==> src/rtl/ppc_pkg.sv <==
// constants for the port 1 pin mode configuration block
package ppc_pkg;
    // register byte offset (printed offset is not a multiple of four: index)
    localparam logic [7:0] PPC_CONFIG_INDEX = 8'h9f;
    localparam logic [11:0] PPC_CONFIG_ADDR = 12'h27c;
    localparam logic [7:0] PPC_CONFIG_RESET = 8'h00;
    // field positions
    localparam int PPC_FUNC_HI = 7;
    localparam int PPC_FUNC_LO = 5;
    localparam int PPC_DIR_BIT = 4;
    localparam int PPC_LATCH_BIT = 3;
    localparam int PPC_INDEX_HI = 2;
    // mode encodings
    localparam logic [2:0] PPC_OUT_NORMAL = 3'h0;
    localparam logic [2:0] PPC_OUT_HIGH = 3'h3;
    localparam logic [1:0] PPC_IN_NOPULL = 2'h0;
    localparam logic [1:0] PPC_IN_PULLDOWN = 2'h1;
    localparam logic [1:0] PPC_IN_PULLUP = 2'h2;
    localparam logic [1:0] PPC_IN_OFF = 2'h3;
    // bus responses
    localparam logic [1:0] PPC_RESP_OKAY = 2'h0;
    localparam logic [1:0] PPC_RESP_SLVERR = 2'h2;
endpackage : ppc_pkg

==> src/rtl/ppc_port1_config.sv <==
// AXI4-Lite slave holding the indirectly addressed port 1 pin mode settings
//
// Our own choice: the AXI4-Lite interface to the registers.
`timescale 1ns/1ps
`default_nettype none

module ppc_port1_config
    import ppc_pkg::*;
(
    // clock and reset
    input wire logic aclk,
    input wire logic aresetn,
    // write address
    input wire logic [11:0] s_axi_awaddr,
    input wire logic s_axi_awvalid,
    output logic s_axi_awready,
    // write data
    input wire logic [31:0] s_axi_wdata,
    input wire logic [3:0] s_axi_wstrb,
    input wire logic s_axi_wvalid,
    output logic s_axi_wready,
    // write response
    output logic [1:0] s_axi_bresp,
    output logic s_axi_bvalid,
    input wire logic s_axi_bready,
    // read address
    input wire logic [11:0] s_axi_araddr,
    input wire logic s_axi_arvalid,
    output logic s_axi_arready,
    // read data
    output logic [31:0] s_axi_rdata,
    output logic [1:0] s_axi_rresp,
    output logic s_axi_rvalid,
    input wire logic s_axi_rready,
    // pad controls, one bit per pin
    output logic [7:0] out_high_drive,
    output logic [7:0] in_pull_down,
    output logic [7:0] in_pull_up,
    output logic [7:0] in_buffer_off
);

    logic [2:0] out_mode [8];
    logic [1:0] in_mode [8];
    logic [2:0] read_index;
    logic read_dir_input;
    logic [11:0] aw_addr;
    logic aw_held;
    logic [7:0] w_byte;
    logic w_lane0;
    logic w_held;
    logic do_write;
    // fields of the held write byte
    logic wr_accept;
    logic wr_latch;
    logic wr_dir_input;
    logic [2:0] wr_pin;
    logic [2:0] wr_func;

    // only the word index is decoded, so the two low address bits are ignored
    function automatic logic addr_hit(input logic [11:0] a);
        addr_hit = (a[11:2] == {2'h0, PPC_CONFIG_INDEX});
    endfunction : addr_hit

    // read value of one pin: mode in the function field, write-only fields zero
    function automatic logic [7:0] mode_byte(input logic dir_input, input logic [2:0] out_code,
                                             input logic [1:0] in_code);
        if (dir_input) begin
            mode_byte = {1'b0, in_code, 5'h00};
        end else begin
            mode_byte = {out_code, 5'h00};
        end
    endfunction : mode_byte

    // address and data taken in either order; response once both are held
    assign do_write = aw_held && w_held && !s_axi_bvalid;

    // a write acts only on the mapped word with byte lane 0 enabled
    assign wr_accept = do_write && addr_hit(aw_addr) && w_lane0;
    assign wr_latch = w_byte[PPC_LATCH_BIT];
    assign wr_dir_input = w_byte[PPC_DIR_BIT];
    assign wr_pin = w_byte[PPC_INDEX_HI:0];
    assign wr_func = w_byte[PPC_FUNC_HI:PPC_FUNC_LO];

    always_ff @(posedge aclk) begin
        if (!aresetn) begin
            aw_held <= 1'b0;
            aw_addr <= 12'h000;
            s_axi_awready <= 1'b0;
        end else if (do_write) begin
            aw_held <= 1'b0;
        end else if (s_axi_awvalid && s_axi_awready) begin
            aw_held <= 1'b1;
            aw_addr <= s_axi_awaddr;
            s_axi_awready <= 1'b0;
        end else begin
            s_axi_awready <= !aw_held && !s_axi_bvalid;
        end
    end

    always_ff @(posedge aclk) begin
        if (!aresetn) begin
            w_held <= 1'b0;
            w_byte <= 8'h00;
            w_lane0 <= 1'b0;
            s_axi_wready <= 1'b0;
        end else if (do_write) begin
            w_held <= 1'b0;
        end else if (s_axi_wvalid && s_axi_wready) begin
            w_held <= 1'b1;
            w_byte <= s_axi_wdata[7:0];
            w_lane0 <= s_axi_wstrb[0];
            s_axi_wready <= 1'b0;
        end else begin
            s_axi_wready <= !w_held && !s_axi_bvalid;
        end
    end

    always_ff @(posedge aclk) begin
        if (!aresetn) begin
            s_axi_bvalid <= 1'b0;
            s_axi_bresp <= PPC_RESP_OKAY;
        end else if (do_write) begin
            s_axi_bvalid <= 1'b1;
            s_axi_bresp <= addr_hit(aw_addr) ? PPC_RESP_OKAY : PPC_RESP_SLVERR;
        end else if (s_axi_bready) begin
            s_axi_bvalid <= 1'b0;
        end
    end

    // read pointer, loaded only by a latch write; modes stay untouched then
    always_ff @(posedge aclk) begin
        if (!aresetn) begin
            read_index <= PPC_CONFIG_RESET[PPC_INDEX_HI:0];
            read_dir_input <= PPC_CONFIG_RESET[PPC_DIR_BIT];
        end else if (wr_accept && wr_latch) begin
            read_index <= wr_pin;
            read_dir_input <= wr_dir_input;
        end
    end

    // output modes; illegal codes are stored as given and drive like normal
    always_ff @(posedge aclk) begin
        if (!aresetn) begin
            for (int i = 0; i < 8; i++) begin
                out_mode[i] <= PPC_OUT_NORMAL;
            end
        end else if (wr_accept && !wr_latch && !wr_dir_input) begin
            out_mode[wr_pin] <= wr_func;
        end
    end

    // input modes use only the two low bits of the function field
    always_ff @(posedge aclk) begin
        if (!aresetn) begin
            for (int i = 0; i < 8; i++) begin
                in_mode[i] <= PPC_IN_NOPULL;
            end
        end else if (wr_accept && !wr_latch && wr_dir_input) begin
            in_mode[wr_pin] <= wr_func[1:0];
        end
    end

    // pad decode, registered so the outputs come from flip-flops
    always_ff @(posedge aclk) begin
        if (!aresetn) begin
            out_high_drive <= 8'h00;
        end else begin
            for (int i = 0; i < 8; i++) begin
                out_high_drive[i] <= (out_mode[i] == PPC_OUT_HIGH);
            end
        end
    end

    // input pad controls; pull-up and pull-down never both from one code
    always_ff @(posedge aclk) begin
        if (!aresetn) begin
            in_pull_down <= 8'h00;
            in_pull_up <= 8'h00;
            in_buffer_off <= 8'h00;
        end else begin
            for (int i = 0; i < 8; i++) begin
                in_pull_down[i] <= (in_mode[i] == PPC_IN_PULLDOWN);
                in_pull_up[i] <= (in_mode[i] == PPC_IN_PULLUP);
                in_buffer_off[i] <= (in_mode[i] == PPC_IN_OFF);
            end
        end
    end

    always_ff @(posedge aclk) begin
        if (!aresetn) begin
            s_axi_arready <= 1'b0;
            s_axi_rvalid <= 1'b0;
            s_axi_rdata <= 32'h0000_0000;
            s_axi_rresp <= PPC_RESP_OKAY;
        end else if (s_axi_arvalid && s_axi_arready) begin
            s_axi_arready <= 1'b0;
            s_axi_rvalid <= 1'b1;
            s_axi_rdata <= 32'h0000_0000;
            s_axi_rresp <= PPC_RESP_SLVERR;
            if (addr_hit(s_axi_araddr)) begin
                s_axi_rresp <= PPC_RESP_OKAY;
                s_axi_rdata[7:0] <= mode_byte(read_dir_input, out_mode[read_index],
                                              in_mode[read_index]);
            end
        end else if (s_axi_rvalid) begin
            if (s_axi_rready) begin
                s_axi_rvalid <= 1'b0;
            end
        end else begin
            s_axi_arready <= 1'b1;
        end
    end

endmodule : ppc_port1_config

`default_nettype wire

==> config.mk <==
export PLATFORM = sky130hd
export DESIGN_NAME = ppc_port1_config
export DESIGN_NICKNAME = d
export VERILOG_FILES = /design/src/rtl/ppc_pkg.sv /design/src/rtl/ppc_port1_config.sv
export SDC_FILE = /design/constraint.sdc
export NUM_CORES = 1
export LEC_CHECK = 0
export BUFFER_PORTS_ARGS = -buffer_cell sky130_fd_sc_hd__clkbuf_2
export CORE_MARGIN = 3
export CORE_UTILIZATION = 40
export DETAILED_ROUTE_END_ITERATION = 6
export PLACE_DENSITY_LB_ADDON = 0.05
export SETUP_SLACK_MARGIN = 0.02
export SKIP_CTS_REPAIR_TIMING = 1
export SLEW_MARGIN = 5
export SYNTH_ARGS = -nofsm -noshare
export SYNTH_HDL_FRONTEND = slang
export SYNTH_SLANG_ARGS = --single-unit
==> constraint.sdc <==
create_clock -name aclk -period 2.5 [get_ports aclk]
set_input_delay 0.5 -clock aclk [delete_from_list [all_inputs] [get_ports aclk]]
set_output_delay 0.5 -clock aclk [all_outputs]
set_load 0.005 [all_outputs]
==> results of run 1 <==
[registers in the layout, summed over array words and instances, names as in the netlist, 3 cells and up, named ones only]
signal / count
in_buffer_off: 8
in_pull_up: 8
w_byte: 8
aw_addr: 10
read_index: 3
in_mode: 16
out_high_drive: 8
in_pull_down: 8
s_axi_rdata: 3
out_mode: 24
[cell type report]
| cell class | count | area, um^2 | area share |
|---|---|---|---|
| multi-input combinational | 290 | 1680 | 0.323 |
| timing repair buffer | 83 | 430 | 0.0826 |
| clock inverter | 4 | 45.0 | 0.00865 |
| tap | 140 | 175 | 0.0336 |
| clock buffer | 12 | 258 | 0.0495 |
| sequential | 110 | 2600 | 0.500 |
| inverter | 5 | 18.8 | 0.00360 |
[per-stage QoR]
stage / hold WS [ns] / setup slack (ns) / instances
after floorplan: 0.408 / 0.374 / 461
after global placement: 0.425 / 0.487 / 628
after detailed placement: 0.427 / 0.445 / 628
after CTS: 0.365 / 0.433 / 644
after global routing: 0.363 / 0.337 / 644
final: 0.377 / 0.444 / 644
[worst max-delay path, cell delays in order, from the launching register on]
cell,delay [ns]
sky130_fd_sc_hd__dfxtp_1,0.31
sky130_fd_sc_hd__nand4bb_1,0.28
sky130_fd_sc_hd__nor4_4,0.34
sky130_fd_sc_hd__nand2_4,0.23
sky130_fd_sc_hd__o31ai_1,0.53
[Yosys cell counts, types with 2 or more instances]
library cell and instances:
sky130_fd_sc_hd__nand4_1 7, sky130_fd_sc_hd__nor4_1 8, sky130_fd_sc_hd__nand2b_1 7, sky130_fd_sc_hd__inv_1 4
sky130_fd_sc_hd__nor2_1 50, sky130_fd_sc_hd__buf_2 3, sky130_fd_sc_hd__buf_1 4, sky130_fd_sc_hd__clkbuf_1 16
sky130_fd_sc_hd__nor3_1 17, sky130_fd_sc_hd__nand3_1 4, sky130_fd_sc_hd__buf_4 32, sky130_fd_sc_hd__a21oi_1 24
sky130_fd_sc_hd__and3_1 8, sky130_fd_sc_hd__mux2i_1 8, sky130_fd_sc_hd__nand4b_2 2, sky130_fd_sc_hd__mux4_2 10
sky130_fd_sc_hd__o31ai_1 17, sky130_fd_sc_hd__a31oi_1 2, sky130_fd_sc_hd__or2_2 2, sky130_fd_sc_hd__nand3b_1 2
sky130_fd_sc_hd__nand2_1 54, sky130_fd_sc_hd__edfxtp_1 40, sky130_fd_sc_hd__mux2_2 2, sky130_fd_sc_hd__o21ai_0 22
sky130_fd_sc_hd__dfxtp_1 70
[path summary, 6_finish.rpt]
check | from | end | slack [ns] | depth (start not counted)
setup / recovery | aw_addr[10] | out_mode[0][1] | 0.44 | 4
hold / removal | s_axi_awaddr[5] | aw_addr[5] | 0.38 | 3
setup reg to reg | aw_addr[10] | out_mode[0][1] | 0.44 | 4
hold reg to reg | out_mode[6][2] | out_high_drive[6] | 0.43 | 1
[power by group through the flow]
stage	Combinational (uW)	Sequential [uW]	Clock [uW]
5_1_grt	247	1960	1580
3_5_place_dp	219	2000	0
4_1_cts	220	1960	1480
2_1_floorplan	176	1980	0
3_3_place_gp	216	2000	0
6_report	219	1960	1440
[layer usage]
metal	track usage	share of wire	vias up	wire, um
met3	0.0372	0.064	7	638
li1	-	-	1600	-
met4	0.0553	0.0082	0	82
met5	0	0	-	0
met1	0.225	0.45	1536	4510
met2	0.259	0.48	97	4750
[kinds of logic after synthesis]
group / after synthesis / synth area share
muxes: 20 / 0.0724
buffers and inverters: 61 / 0.0795
and+or+nand+nor: 172 / 0.188
DFF: 110 / 0.574
other: 1 / 0.000828
AOI/OAI and AO/OA: 67 / 0.0853
==> results.rst, run 1 <==
.. list-table::
   :header-rows: 1

   * - Metric
     - Value
   * - Element type at the critical path start
     - register
   * - Proportion of total power due to net switching
     - 0.218
   * - Worst Setup End Kind
     - register
   * - Proportion of layout cells with a drive suffix above 1
     - 0.230
   * - Top cells by area in the synthesized netlist
     - sky130_fd_sc_hd__dfxtp_1 31%, sky130_fd_sc_hd__edfxtp_1 27%, sky130_fd_sc_hd__buf_4 5.3%
   * - Total of warnings raised by yosys
     - 0
   * - Top FF cell, synth
     - sky130_fd_sc_hd__dfxtp_1
   * - Clock root buffer master
     - sky130_fd_sc_hd__clkbuf_16
   * - Antenna Diode Count
     - 0
   * - Number of enable flip-flop cells after synthesis
     - 40
   * - Class of the most critical hold timing path
     - in -> reg
   * - Die H
     - around 110 um
   * - Syn Area/Cell
     - roughly 11 um^2
   * - Maximum capacitance violations
     - 0
   * - Worst slew margin relative to its limit
     - 0.617
   * - Largest area contributor in the synthesized netlist
     - sky130_fd_sc_hd__dfxtp_1
   * - Total power
     - between 3000 and 4000 uW
   * - Antenna viol nets, final
     - 0
   * - Via-to-Cell Ratio
     - 5.03
   * - Post-synthesis to final-layout area growth
     - 15.0%
   * - TritonCTS clock tree
     - done
   * - Summed instance area of the synthesized netlist
     - ~0.0045 mm^2
   * - DRC violation total after the first TritonRoute iteration
     - 212
   * - Initial antenna violation count
     - 0
   * - Die W
     - approximately 110 um
   * - Total setup violations reported at the end of the flow
     - 0
   * - Total of buffers placed on input and output ports
     - 77
   * - Top cell type's share of synthesized area
     - 0.309
   * - Number of different library cells in the post-synthesis netlist
     - 41
   * - Slew @ Worst Pin
     - ~0.57 ns
   * - Placed Area
     - approximately 0.0049 mm^2
   * - Worst-skew pair later-pin latency
     - between 0.3 and 0.4 ns
   * - Layout Skew
     - between 0.005 and 0.006 ns
   * - Nets
     - between 500 and 600
   * - Die Outline Area
     - roughly 0.013 mm^2
   * - RD Place Congestion
     - 0.724
   * - Share of the clock period used by the worst path after layout
     - 0.823
   * - Leftover overflow at the end of global routing
     - 0
   * - Final-report hold violation count
     - 0
   * - Clock slew at reported path FFs
     - ~0.07 ns
   * - Total of flip-flops plus latches after synthesis
     - 110
   * - Synth Instances
     - 431
   * - Number of placement rows
     - 38
   * - Worst voltage drop across the vdd grid
     - 0.000304 V
   * - Combinational Power Share
     - 0.060
   * - Final critical path time including I/O delays and setup
     - ~2.1 ns
   * - Via total after detailed routing
     - roughly 3.2k
   * - Number of remaining DRC errors
     - 0
   * - Critical path start-end classification
     - reg -> reg
   * - Number of clock sinks
     - 110
   * - Starting density of the core
     - 0.414
   * - Lkg Pwr
     - 0.00205 uW
   * - Proportion of synthesized chip area in sequential cells
     - 0.574
   * - Commonest cells after routing, fill and taps aside
     - 77 x sky130_fd_sc_hd__clkbuf_2, 70 x sky130_fd_sc_hd__dfxtp_1, 54 x sky130_fd_sc_hd__nand2_1, 50 x sky130_fd_sc_hd__nor2_1, 40 x sky130_fd_sc_hd__edfxtp_1
   * - Highest attainable clock frequency
     - approximately 0.5 GHz
   * - Final number of max-transition violations
     - 0
   * - Final-layout setup total negative slack
     - 0 ns
   * - WL per Instance
     - ~15 um
   * - Most common library cell in the layout ignoring fill and taps
     - sky130_fd_sc_hd__clkbuf_2
   * - Core area
     - between 0.01 and 0.015 mm^2
   * - RSZ-0062 raised after global routing
     - no
   * - Relative contribution of the clock network to total power
     - 0.399
   * - Required time at the endpoint of the critical path
     - ~2.5 ns
   * - Result of the run
     - complete, no violations
   * - H-Tree Level Count
     - 3
   * - Arrival time of the worst setup path
     - 2.04 ns
   * - Net switching power figure
     - around 790 uW
   * - Post-route standard cell area excluding fillers
     - between 0.005 and 0.006 mm^2
   * - Total global-route track usage
     - 0.164
   * - Power density of the placed cells
     - 694 mW/mm^2
   * - Via count of the first global-routing pass
     - ~3.1k
   * - Fraction of registers with async set/reset
     - 0
   * - Util after Layout
     - 0.476
   * - Final HPWL from detailed placement
     - between 7000 and 8000 um
   * - P_int
     - between 2000 and 3000 uW
   * - Number of iterations in the first detailed-routing pass
     - 5
   * - Clock Tree Buf Depth
     - 2
   * - Pin count of the biggest net entering global routing
     - 55
   * - Top Ports
     - between 100 and 150
   * - Count of fill cells added during filler insertion
     - about 1.1k
   * - Power share of the sequential group
     - 0.541
   * - CTS Buf Count
     - 9
   * - Wire length after detailed routing
     - 9980 um
   * - Critical-path maximum fanout
     - 24
   * - First-pass GRT wire length
     - approximately 16000 um
(Power assumes the default switching activity.)
==> run 2: changes to the inputs <==
==> constraint.sdc (replaced) <==
create_clock -name aclk -period 1.8 [get_ports aclk]
set_input_delay 0.36 -clock aclk [delete_from_list [all_inputs] [get_ports aclk]]
set_output_delay 0.36 -clock aclk [all_outputs]
set_load 0.005 [all_outputs]
==> run 2 against run 1 <==
Cell count is 4.7% higher. Design area is 9.8% higher. Sequential power is 38% higher. Die area stayed put. Maximum frequency is 15% higher. First-iteration DRC count is 22% lower. Via count is 1.3% higher. Clock skew is 0.0049 ns higher. Critical path depth is 1 higher. Global-route usage is 0.24 points higher. Total power is 42% higher. Clock power is 41% higher. Critical path type unchanged. Largest power group unchanged.
==> results.rst, run 2 (synthesis results as in run 1) <==
.. list-table::
   :header-rows: 1

   * - Metric
     - Value
   * - Highest-delay cell along the critical path
     - sky130_fd_sc_hd__nor4_4
   * - Setup slack of the most critical reg-to-reg path
     - 0.02 ns (-0.43 ns)
   * - Nets
     - 596 (+5.3%)
   * - Clock root buffer master
     - sky130_fd_sc_hd__clkbuf_16
   * - Initial antenna violation count
     - 0 (unchanged)
   * - Lkg Pwr
     - 0.00225 uW (+9.8%)
   * - P_int
     - 3910 uW (+38%)
   * - Hold Path Stages
     - 3 (unchanged)
   * - Met3 Usage GRT
     - 0.0329 (-0.00431)
   * - Slew @ Worst Pin
     - 0.565 ns (-0.00866 ns)
   * - Worst Setup End Kind
     - register
   * - Post-route standard cell area excluding fillers
     - 0.00572 mm^2 (+9.8%)
   * - RD Place Congestion
     - 0.838 (+16%)
   * - Worst slew margin relative to its limit
     - 0.623 (+0.00630)
   * - RSZ-0062 raised after global routing
     - yes
   * - Final-layout setup total negative slack
     - 0 ns (unchanged)
   * - Grt met1 use
     - 0.218 (-0.00735)
   * - Die H
     - 112 um (unchanged)
   * - Crit path cell chain
     - nand4b_1 > nor4_4 > nand2_4 > buf_12 > o31ai_4
   * - Reg2Reg Depth
     - 5 (+1)
   * - Clock Tree Buf Depth
     - 2 (unchanged)
   * - Combinational Power Share
     - 0.075 (+0.015)
   * - Final HPWL from detailed placement
     - 7460 um (+5.2%)
   * - Final-report hold violation count
     - 0 (unchanged)
   * - First-pass GRT wire length
     - 16600 um (+3.1%)
   * - Number of buffers and inverters on the critical path
     - 1 (+1)
   * - Layout Skew
     - 0.00991 ns (+0.00490 ns)
   * - H-Tree Level Count
     - 3 (unchanged)
   * - Commonest cells after routing, fill and taps aside
     - 77 x sky130_fd_sc_hd__clkbuf_2, 68 x sky130_fd_sc_hd__dfxtp_1, 54 x sky130_fd_sc_hd__nand2_1, 50 x sky130_fd_sc_hd__nor2_1, 40 x sky130_fd_sc_hd__edfxtp_1
   * - Number of logic stages on the critical path including buffering
     - 5 (+1)
   * - Top reg by flops
     - out_mode
   * - Biggest regs
     - out_mode (24), in_mode (16), aw_addr (10)
   * - Final number of max-transition violations
     - 0 (unchanged)
   * - Net switching power figure
     - 1210 uW (+53%)
   * - Util after Layout
     - 0.523 (+0.0469)
   * - Clock slew at reported path FFs
     - 0.07 ns (about the same)
   * - Post-synthesis to final-layout area growth
     - 26.3%
   * - Proportion of total power due to net switching
     - 0.236 (+0.0178)
   * - Flip-flop count of the largest register, all copies and words added
     - 24 (unchanged)
   * - Final worst slack
     - 0.0182 ns (-0.425 ns)
   * - Number of iterations in the first detailed-routing pass
     - 4 (-1)
   * - Relative contribution of the clock network to total power
     - 0.396 (-0.003)
   * - CTS Buf Count
     - 9 (unchanged)
   * - Via-to-Cell Ratio
     - 4.87 (-3.2%)
   * - WL per Instance
     - 15.2 um (-1.8%)
   * - Starting density of the core
     - 0.414 (unchanged)
   * - Most common library cell in the layout ignoring fill and taps
     - sky130_fd_sc_hd__clkbuf_2
   * - Total of buffers placed on input and output ports
     - 77 (unchanged)
   * - Worst-skew pair later-pin latency
     - 0.34 ns (about the same)
   * - Leftover overflow at the end of global routing
     - 0 (unchanged)
   * - Highest attainable clock frequency
     - 0.561 GHz (+15%)
   * - Critical-path maximum fanout
     - 16 (-33%)
   * - Antenna viol nets, final
     - 0 (unchanged)
   * - Class of the most critical hold timing path
     - in -> reg
   * - Die W
     - 112 um (unchanged)
   * - Global-route met2 utilization
     - 0.277 (+0.0183)
   * - Largest delay share family, worst path
     - simple AND/OR/NAND/NOR gates
   * - Proportion of layout cells with a drive suffix above 1
     - 0.315 (+0.0844)
   * - TritonCTS clock tree
     - done
   * - Core area
     - 0.0109 mm^2 (unchanged)
   * - Worst setup endpoint
     - out_mode[0][0]
   * - Via total after detailed routing
     - 3282 (+1.3%)
   * - Die Outline Area
     - 0.0126 mm^2 (unchanged)
   * - Number of remaining DRC errors
     - 0 (unchanged)
   * - Top Ports
     - 140 (unchanged)
   * - Via count of the first global-routing pass
     - 3195 (+4.7%)
   * - Element type at the critical path start
     - register
   * - Worst reg2reg startpoint
     - s_axi_bvalid
   * - Worst voltage drop across the vdd grid
     - 0.000512 V (+68%)
   * - Pin count of the biggest net entering global routing
     - 55 (unchanged)
   * - Wire length after detailed routing
     - 10300 um (+2.8%)
   * - Most Used Layer, Global Route
     - met2
   * - Antenna Diode Count
     - 0 (unchanged)
   * - Power share of the sequential group
     - 0.529 (-0.012)
   * - Total setup violations reported at the end of the flow
     - 0 (unchanged)
   * - Critical path start-end classification
     - reg -> reg
   * - FF-to-FF End
     - out_mode[0][0]
   * - Largest stage delay on the critical path
     - 0.39 ns (-0.14 ns)
   * - Result of the run
     - complete, no violations
   * - Worst setup path start
     - s_axi_bvalid
   * - Number of clock sinks
     - 110 (unchanged)
   * - Required time at the endpoint of the critical path
     - 1.83 ns (-0.65 ns)
   * - Power density of the placed cells
     - 895 mW/mm^2 (+29%)
   * - Arrival time of the worst setup path
     - 1.81 ns (-0.23 ns)
   * - Number of placement rows
     - 38 (unchanged)
   * - Share of the clock period used by the worst path after layout
     - 0.990 (+0.167)
   * - Worst setup slack before clock tree synthesis
     - -0.00605 ns (-0.451 ns)
   * - Total global-route track usage
     - 0.167 (+0.00238)
   * - Maximum capacitance violations
     - 0 (unchanged)
   * - Placed Area
     - 0.00539 mm^2 (+9.9%)
   * - DRC violation total after the first TritonRoute iteration
     - 165 (-22%)
   * - Final critical path time including I/O delays and setup
     - 1.78 ns (-0.275 ns)
run 2: final cells by class:
cell class	count	area [um^2]
clock inverters	6	75.1
flip-flops and latches	110	2610
inverters	5	18.8
multi-input cells	290	1920
clock buffers	10	229
repair buffers	113	701
fillers	1019	5210
well taps	140	175
run 2: how the worst min path moves through the flow:
stage / end / slack, ns / start
4_1_cts: aw_addr[6] / 0.22 / s_axi_awaddr[6]
3_3_place_gp: out_high_drive[7] / 0.42 / out_mode[7][2]
6_report: aw_addr[6] / 0.23 / s_axi_awaddr[6]
2_1_floorplan: out_high_drive[6] / 0.41 / out_mode[6][2]
3_5_place_dp: out_high_drive[7] / 0.42 / out_mode[7][2]
5_1_grt: aw_addr[8] / 0.23 / s_axi_awaddr[8]
run 2: stage by stage:
step	cells	hold WS, ns	power [uW]
6_report	674	0.232	5120
5_1_grt	674	0.226	5340
4_1_cts	674	0.225	5150
3_5_place_dp	658	0.422	3150
3_3_place_gp	658	0.421	3140
2_1_floorplan	461	0.408	3040
run 2: metal layers:
metal | wire length, um | vias up
met1 | 4690 | 1532
li1 | - | 1663
met2 | 4960 | 83
met3 | 493 | 4
met4 | 108 | 0
met5 | 0 | -
run 2: worst min-delay path, stage by stage:
cell and delay [ns]:
sky130_fd_sc_hd__clkbuf_2 0.08, sky130_fd_sc_hd__nand2_1 0.04, sky130_fd_sc_hd__a21oi_1 0.05
run 2: power by group through the flow:
stage               clock network [uW]  logic [uW]  registers (uW)
global route                      2190         430            2720
detailed placement                   0         385            2770
CTS                               2060         386            2710
global placement                     0         378            2770
floorplan                            0         288            2750
finish                            2030         385            2710
